File: config.mk
export PLATFORM = sky130hd
export DESIGN_NAME = gpio_port_data
export DESIGN_NICKNAME = d
export VERILOG_FILES = /design/src/rtl/gpio_port_pkg.sv /design/src/rtl/gpio_port_data.sv
export SDC_FILE = /design/constraint.sdc
export NUM_CORES = 1
export LEC_CHECK = 0
export BUFFER_PORTS_ARGS = -buffer_cell sky130_fd_sc_hd__buf_2
export CORE_MARGIN = 8
export CORE_UTILIZATION = 35
export CTS_BUF_LIST = sky130_fd_sc_hd__clkbuf_4 sky130_fd_sc_hd__clkbuf_8
export DETAILED_ROUTE_END_ITERATION = 8
export GPL_ROUTABILITY_DRIVEN = 1
export PLACE_DENSITY = 0.75
export SYNTH_ARGS = -nofsm -noshare
export SYNTH_HDL_FRONTEND = slang
export SYNTH_SLANG_ARGS = --single-unit
File: constraint.sdc
create_clock -name clk -period 1.6 [get_ports clk]
set_input_delay 0 -clock clk [delete_from_list [all_inputs] [get_ports clk]]
set_output_delay 0 -clock clk [all_outputs]
set_load 0.05 [all_outputs]
File: src/rtl/gpio_port_pkg.sv
// constants shared by the general-purpose port data register block
package gpio_port_pkg;

	// ------------------------------------------------------------------
	// bus geometry
	// ------------------------------------------------------------------
	localparam int          ADDR_W = 32;
	localparam int          DATA_W = 8;
	localparam int          SCP_RW_W = 7;   // writable bits of the serial port register
	localparam int          SCP_IN_BIT = 7; // input-only bit of the serial port register

	// ------------------------------------------------------------------
	// register byte addresses
	// ------------------------------------------------------------------
	localparam logic [31:0] PORT_J_DATA_ADDR = 32'h0400_0130;
	localparam logic [31:0] PORT_K_DATA_ADDR = 32'h0400_0132;
	localparam logic [31:0] PORT_L_INPUT_DATA_ADDR = 32'h0400_0134;
	localparam logic [31:0] SERIAL_PORT_PIN_DATA_ADDR = 32'h0400_0136;

	// ------------------------------------------------------------------
	// values after power-on reset
	// ------------------------------------------------------------------
	localparam logic [7:0]  PORT_J_DATA_RST = 8'h00;
	localparam logic [7:0]  PORT_K_DATA_RST = 8'h00;
	localparam logic [6:0]  SERIAL_PORT_DATA_RST = 7'h00;
	localparam logic [7:0]  UNMAPPED_READ = 8'h00;
	localparam logic [7:0]  PIN_OE_N_RST = 8'hFF;   // nothing driven after reset
	localparam logic [6:0]  SCP_OE_N_RST = 7'h7F;

	// receive-data pins of the three serial channels (bits 4, 2, 0)
	localparam logic [6:0]  SCP_RX_MASK = 7'h15;

	// ------------------------------------------------------------------
	// per-pin mode codes from the pin function controller
	// ------------------------------------------------------------------
	typedef enum logic [1:0] {
		MODE_OTHER     = 2'b00,
		MODE_OUTPUT    = 2'b01,  // reserved on input-only pins
		MODE_IN_PULLUP = 2'b10,
		MODE_IN_NOPULL = 2'b11
	} pin_mode_t;

endpackage

File: src/rtl/gpio_port_data.sv
// data registers of ports j, k, l and the serial-interface port
`timescale 1ns/1ps
`default_nettype none

module gpio_port_data #(
	parameter int DATA_W = gpio_port_pkg::DATA_W
) (
	input  wire logic                      clk,
	input  wire logic                      sys_rst,
	input  wire logic [31:0]               bus_addr,
	input  wire logic                      bus_wr,
	input  wire logic                      bus_rd,
	input  wire logic [7:0]                bus_wdata,
	output var  logic [7:0]                bus_rdata,
	output var  logic                      bus_rd_ack,
	input  wire logic [7:0]                port_j_pin_in,
	input  wire logic [7:0]                port_j_mode_hi,
	input  wire logic [7:0]                port_j_mode_lo,
	output var  logic [7:0]                port_j_pin_out,
	output var  logic [7:0]                port_j_pin_oe_n,
	input  wire logic [7:0]                port_k_pin_in,
	input  wire logic [7:0]                port_k_mode_hi,
	input  wire logic [7:0]                port_k_mode_lo,
	output var  logic [7:0]                port_k_pin_out,
	output var  logic [7:0]                port_k_pin_oe_n,
	input  wire logic [7:0]                port_l_pin_in,
	input  wire logic [7:0]                port_l_mode_hi,
	input  wire logic [7:0]                port_l_mode_lo,
	input  wire logic [7:0]                serial_port_pin_in,
	input  wire logic [7:0]                serial_port_mode_hi,
	input  wire logic [7:0]                serial_port_mode_lo,
	output var  logic [6:0]                serial_port_pin_out,
	output var  logic [6:0]                serial_port_pin_oe_n,
	input  wire logic                      receive_enable_bit
);

	// ------------------------------------------------------------------
	// elaboration checks
	// ------------------------------------------------------------------
	// registers are single bytes on the processor bus
	if (DATA_W != 8) begin : g_bad_width
		$error("gpio_port_data serves only eight-bit data");
	end

	// ------------------------------------------------------------------
	// mode decoding
	// ------------------------------------------------------------------
	// either input code, pull-up on or off
	function automatic logic is_input(input logic hi, input logic lo);
		gpio_port_pkg::pin_mode_t m;
		m = gpio_port_pkg::pin_mode_t'({hi, lo});
		return (m == gpio_port_pkg::MODE_IN_PULLUP) || (m == gpio_port_pkg::MODE_IN_NOPULL);
	endfunction

	function automatic logic is_output(input logic hi, input logic lo);
		return gpio_port_pkg::pin_mode_t'({hi, lo}) == gpio_port_pkg::MODE_OUTPUT;
	endfunction

	// ------------------------------------------------------------------
	// address decode
	// ------------------------------------------------------------------
	logic hit_j;
	logic hit_k;
	logic hit_l;
	logic hit_scp;

	assign hit_j   = bus_addr == gpio_port_pkg::PORT_J_DATA_ADDR;
	assign hit_k   = bus_addr == gpio_port_pkg::PORT_K_DATA_ADDR;
	assign hit_l   = bus_addr == gpio_port_pkg::PORT_L_INPUT_DATA_ADDR;
	assign hit_scp = bus_addr == gpio_port_pkg::SERIAL_PORT_PIN_DATA_ADDR;

	// ------------------------------------------------------------------
	// stored data bits
	// ------------------------------------------------------------------
	logic [7:0] port_j_data;
	logic [7:0] port_k_data;
	logic [6:0] serial_port_pin_data;

	// only sys_rst (power-on) clears; no other reset source reaches here
	always_ff @(posedge clk) begin
		if (sys_rst) begin
			port_j_data <= gpio_port_pkg::PORT_J_DATA_RST;
		end else if (bus_wr && hit_j) begin
			port_j_data <= bus_wdata;
		end
	end

	always_ff @(posedge clk) begin
		if (sys_rst) begin
			port_k_data <= gpio_port_pkg::PORT_K_DATA_RST;
		end else if (bus_wr && hit_k) begin
			port_k_data <= bus_wdata;
		end
	end

	// bit 7 has no storage, so a write to it is dropped
	always_ff @(posedge clk) begin
		if (sys_rst) begin
			serial_port_pin_data <= gpio_port_pkg::SERIAL_PORT_DATA_RST;
		end else if (bus_wr && hit_scp) begin
			serial_port_pin_data <= bus_wdata[6:0];
		end
	end

	assign port_j_pin_out      = port_j_data;
	assign port_k_pin_out      = port_k_data;
	assign serial_port_pin_out = serial_port_pin_data;

	// ------------------------------------------------------------------
	// per-bit read values and pin drive
	// ------------------------------------------------------------------
	logic [7:0] j_read;
	logic [7:0] k_read;
	logic [7:0] l_read;
	logic [7:0] scp_read;
	logic [7:0] j_drive;
	logic [7:0] k_drive;
	logic [6:0] scp_drive;
	logic [6:0] scp_rx;

	assign scp_rx = receive_enable_bit ? gpio_port_pkg::SCP_RX_MASK : 7'h00;

	for (genvar n = 0; n < 8; n++) begin : g_bit
		// input modes read the pin, the others the stored bit
		assign j_read[n] = is_input(port_j_mode_hi[n], port_j_mode_lo[n]) ?
			port_j_pin_in[n] : port_j_data[n];
		assign k_read[n] = is_input(port_k_mode_hi[n], port_k_mode_lo[n]) ?
			port_k_pin_in[n] : port_k_data[n];
		// input-only port: no storage, zero outside input modes
		assign l_read[n] = is_input(port_l_mode_hi[n], port_l_mode_lo[n]) &
			port_l_pin_in[n];
		assign j_drive[n] = is_output(port_j_mode_hi[n], port_j_mode_lo[n]);
		assign k_drive[n] = is_output(port_k_mode_hi[n], port_k_mode_lo[n]);
	end

	for (genvar n = 0; n < 7; n++) begin : g_scp
		// enabled receiver lines read the pin whatever the mode
		assign scp_read[n] = (is_input(serial_port_mode_hi[n], serial_port_mode_lo[n]) |
			scp_rx[n]) ? serial_port_pin_in[n] : serial_port_pin_data[n];
		assign scp_drive[n] = is_output(serial_port_mode_hi[n], serial_port_mode_lo[n]) &
			~scp_rx[n];
	end

	// input-only serial bit reads low outside input modes
	assign scp_read[7] = is_input(serial_port_mode_hi[7], serial_port_mode_lo[7]) &
		serial_port_pin_in[7];

	// ------------------------------------------------------------------
	// pin output enables, low while driving
	// ------------------------------------------------------------------
	always_ff @(posedge clk) begin
		if (sys_rst) begin
			port_j_pin_oe_n <= gpio_port_pkg::PIN_OE_N_RST;
			port_k_pin_oe_n <= gpio_port_pkg::PIN_OE_N_RST;
			serial_port_pin_oe_n <= gpio_port_pkg::SCP_OE_N_RST;
		end else begin
			port_j_pin_oe_n <= ~j_drive;
			port_k_pin_oe_n <= ~k_drive;
			serial_port_pin_oe_n <= ~scp_drive;
		end
	end

	// ------------------------------------------------------------------
	// read data path
	// ------------------------------------------------------------------
	logic [7:0] next_rdata;

	// read select; unmapped addresses answer zero
	always_comb begin
		next_rdata = gpio_port_pkg::UNMAPPED_READ;
		if (hit_j) begin
			next_rdata = j_read;
		end else if (hit_k) begin
			next_rdata = k_read;
		end else if (hit_l) begin
			next_rdata = l_read;
		end else if (hit_scp) begin
			next_rdata = scp_read;
		end
	end

	// read data holds until the next read
	always_ff @(posedge clk) begin
		if (sys_rst) begin
			bus_rdata <= gpio_port_pkg::UNMAPPED_READ;
		end else if (bus_rd) begin
			bus_rdata <= next_rdata;
		end
	end

	always_ff @(posedge clk) begin
		if (sys_rst) begin
			bus_rd_ack <= 1'b0;
		end else begin
			bus_rd_ack <= bus_rd;
		end
	end
endmodule

`default_nettype wire

Word level (Yosys, flattened, before mapping)
Index checks and enable logic that the tools add are counted.
{ "word_totals": {"regBits": 55, "in_bits": 141, "out_inout_bits": 55, "word_cells": 195} }
{ "op_classes": {"eq_ne": 91, "n_mux": 28, "n_bitwise": 33, "reduce_logical": 35} }
{ "ops": {"columns": ["cell", "count"], "rows": [
  ["$eq 2x2->1 const B", 64],
  ["$eq 32x27->1 const B", 4],
  ["$eq 2x1->1 const B", 23],
  ["$logic_or 1x1->1", 32],
  ["$mux 8", 4],
  ["$mux 1", 23],
  ["$and 1x1->1", 16],
  ["$not 8->8", 2],
  ["$not 7->7", 1],
  ["$mux 5", 1],
  ["$not 1->1", 5],
  ["$or 1x1->1", 5],
  ["$logic_and 1x1->1", 3],
  ["$not 1->1 const A", 2],
  ["$or 1x1->1 const B", 2]
]} }

Depth between registers and ports, before layout
{ "depth": {"word_depth": 8, "ltp_mapped": 7, "mapped_depth_nobuf": 5} }

Worst setup path after synthesis
No wires, ideal clock.
{ "synth_timing": {"kind": "input to register", "start": "input port bus_addr[2]", "end": "register port_j_data[0] (netlist: port_j_pin_out[0])", "setup_ns": 0.128, "t_arrival_ns": 1.391, "t_required_ns": 1.472, "setup_slack_ns": 0.082, "cell_stages": 7, "path_cell_list": "clkbuf_1 -> nor2_1 -> nand4_4 -> or4_4 -> buf_6 -> mux2i_1 -> nor2_1"} }
{ "synth_between": {"elab_chain_len": 2} }
{ "synth_lines": {"columns": ["item", "line", "rtl"], "rows": [
  ["start, declared", "gpio_port_data.sv:10", "input wire logic [31:0] bus_addr,"],
  ["$eq 32x27->1", "gpio_port_data.sv:67", "assign hit_j = bus_addr == gpio_port_pkg::PORT_J_DATA_ADDR;"],
  ["$logic_and 1x1->1", "gpio_port_data.sv:83", "end else if (bus_wr && hit_j) begin"],
  ["end signal, assigned", "gpio_port_data.sv:82", "port_j_data <= gpio_port_pkg::PORT_J_DATA_RST;"],
  ["end signal, assigned", "gpio_port_data.sv:84", "port_j_data <= bus_wdata;"],
  ["end, declared", "gpio_port_data.sv:75", "logic [7:0] port_j_data;"]
]} }
Every way passes these cells.
A chain may end at the register's enable or synchronous reset.

Final worst setup path
{ "layout_timing": {"start": "input port port_k_mode_hi[1]", "end": "register port_k_pin_oe_n[1]"} }
{ "layout_between": {"elab_chain_len": 2} }
{ "layout_lines": {"columns": ["item", "line", "rtl"], "rows": [
  ["start, declared", "gpio_port_data.sv:22", "input wire logic [7:0] port_k_mode_hi,"],
  ["$eq 2x1->1", "gpio_port_data.sv:56", "return gpio_port_pkg::pin_mode_t'({hi, lo}) == gpio_port_pkg::MODE_OUTPUT;"],
  ["$not 8->8", "gpio_port_data.sv:158", "port_k_pin_oe_n <= ~k_drive;"],
  ["end signal, assigned", "gpio_port_data.sv:154", "port_k_pin_oe_n <= gpio_port_pkg::PIN_OE_N_RST;"],
  ["end signal, assigned", "gpio_port_data.sv:158", null],
  ["end, declared", "gpio_port_data.sv:25", "output var logic [7:0] port_k_pin_oe_n,"]
]} }
Every way passes these cells.

==> results.md <==
- Max_slew headroom: 76.6%
- Root buf cell: clkbuf_8
- Largest net degree at the start of global routing: 35
- # rows: 30
- Post-synthesis sequential area ratio: 45.8%
- Final Instance Area: 4190 um2
- Drt drc: 0
- Routed len/inst: 17.1 um
- CTS buffer count: 5
- Initial antenna violation count: 0
- CTS clk-pin slew, worst paths: 0.10 ns
- Max cap viols: 0
- Final period demand of the worst path: 1.50 ns
- Least-Margin Pin Slew: 0.352 ns
- CP peak stage delay: 0.56 ns
- Peak VDD IR: 390 uV
- Vias: 2883
- YS warnings: 0
- Max Slew Vio Count: 0
- Post-CTS Setup Repair Bufs: 0
- Vias in the first global route: 3134
- HPWL after detailed placement: 7360 um
- GR Overflow Total: 0
- Slowest CP cell: dlygate4sd3_1
- Status: finished, final reports clean
- Area contributors post-synth: dfxtp_1 46%, mux2i_1 14%, nor2_1 6.2%
- GRT Util Overall: 20.3%
- First-pass GRT wire length: 15900 um
- CTS H-tree lvls: 2
- Area grow syn2layout: 73.9%
- Die W: 98.9 um
- Post-synth EDFFs: 0
- Worst-path cell chain: dlygate4sd3_1 > buf_2 > or3b_2 > dlygate4sd3_1
- Port buffer count: 186
- Post-synth net total: 391
- Synth Register Bits: 55
- Synth area leader: dfxtp_1
- Clk_skew: 0.00194 ns
- Pleak: 0.00205 uW
- CTS tree: done
- Final Hold Fails: 0
- CP required: 1.80 ns
- Crit Path Category: in2reg
- First DRT Iteration DRCs: 72
- Final net count: 649
- Layout cells sized above 1: 47.0%
- Crit. End Element: flip-flop
- Drt pass-1 iters: 4
- Hold_ws: 0.0177 ns
- Count of cell types in the netlist: 35
- Clk_lat worst skew: 0.30 ns
- Final setup viols: 0
- Ant diodes: 0
- I/O pin cnt: 196
- Max Clk Rate: 0.666 GHz
- Period utilization: 93.9%
- Initial Util: 35.8%
- Avg Inst Size Synth: 9.62 um2
- Most frequent cell after synthesis: dfxtp_1
- Post-synthesis cell area: 2410 um2
- Register Area: 1100 um2
- CORE AREA: 6720 um2
- Worst Hold Class: in2reg
- Yosys top cell area share: 45.8%
- Final wirelength: 10100 um
- Crit-path max FO: 2
- Die Y: 98.9 um
- Async set-reset flop share out of synthesis: 0%
- Synth Flop Type: dfxtp_1
- CP Launch Type: input port
- Die area: 9780 um2
- ANT nets after route: 0
- Area occupied by multi-input gates: 1250 um2
- Vias/cell: 4.89
- Gpl congestion: 0.860
- Gate Count Post-Synth: 250
- # clock sinks: 55
- Layout fillers: 592
- Unrepaired setup endpoints after global routing: no
- DP Area: 3540 um2
- CP most frequent cell: dlygate4sd3_1
- Synth cell count leaders: 55 x dfxtp_1, 40 x nor2_1, 34 x mux2i_1
- CP Data Arrival Time: 1.70 ns
- Power Dens Cells: 653 nW/um2
- Clock tree buffer depth: 2
[metal layers]
| layer | global-route usage (%) | up-vias | share of wire (%) |
|---|---|---|---|
| li1 | - | 1409 | - |
| met1 | 21.4 | 1320 | 38 |
| met2 | 37.2 | 140 | 50 |
| met3 | 6.84 | 14 | 10 |
| met4 | 5.55 | 0 | 1.5 |
| met5 | 0 | - | 0 |
[timing repair]
item,4_1_cts,5_1_grt
hold buffers,55,0
gates resized for setup,0,1
setup endpoints to repair,0,6
endpoints found under the hold margin,47,0
[power by group]
| group | leakage, uW | internal (uW) | switching, uW | total, uW |
|---|---|---|---|---|
| clock network | 0.0000491 | 343 | 452 | 795 |
| registers | 0.000447 | 1390 | 5.33 | 1400 |
| logic | 0.00155 | 277 | 265 | 542 |
| total | 0.00205 | 2010 | 722 | 2730 |
[final cells by class]
class                   count  area share [%]
repair buffers            262            39.2
well taps                  80            2.39
inverters                   2           0.179
clock buffers               7            2.00
clock inverters             1           0.120
flip-flops and latches     55            26.3
multi-input cells         182            29.8
[cells by family (layout without fill, tap and decap cells)]
group                  count (synthesis)  in the layout  synth area share (%)
AND/OR/NAND/NOR                      112            112                  27.5
flip-flops                            55             55                  45.8
AO/OA/AOI/OAI                         35             35                  9.57
multiplexers                          35             35                  14.6
buffers and inverters                 13            272                  2.55
[metrics by stage]
stage / setup TNS [ns] / util, % / cells / setup WS, ns / total power, uW
after detailed placement: -3.22 / 52.7 / 526 / -0.165 / 1870
after global placement: -2.23 / 52.7 / 526 / -0.121 / 1860
after CTS: 0 / 62.2 / 589 / 0.0735 / 2760
after floorplan: 0 / - / 250 / 0.0817 / 1620
final: 0 / 62.3 / 589 / 0.0980 / 2730
after global routing: 0 / 62.3 / 589 / 0.0214 / 2850
[final timing paths]
kind	startpoint	to	slack, ns	cells after the start
hold reg to reg	bus_rdata[7]	bus_rdata[7]	0.45	2
setup reg to reg	serial_port_pin_out[3]	bus_rdata[3]	0.45	5
setup / recovery	port_k_mode_hi[1]	port_k_pin_oe_n[1]	0.1	4
hold / removal	port_j_mode_lo[2]	port_j_pin_oe_n[2]	0.02	2
[critical path, delay by kind of cell]
kind	cells	cell delay (ns)
buf+inv	3	1.24
simple gates	1	0.47
[sequential cells by signal, summed over array words and instances (netlist names)]
| register | count |
|---|---|
| bus_rd_ack | 1 |
| bus_rdata | 8 |
| port_j_pin_oe_n | 8 |
| port_j_pin_out | 8 |
| port_k_pin_oe_n | 8 |
| port_k_pin_out | 8 |
| serial_port_pin_oe_n | 7 |
| serial_port_pin_out | 7 |
[cell usage in the layout (no fill, tap or decap), drive strengths merged]
master and instances:
clkinv 1, mux2i 34, nand4 1, nor3 5, nand2 23, a21oi 8
inv 2, a21o 2, o22ai 4, clkbuf 7, nor4b 2, buf 207
nor4 5, nor2 40, o211ai 1, o31ai 6, a311oi 2, dlygate4sd3 55
nand3 5, or4 2, nor4bb 1, mux2 1, or3b 14, nand3b 3
nand2b 1, a211oi 8, nor2b 9, dfxtp 55, o21ai 4, or3 1
(Power assumes the default switching activity.)
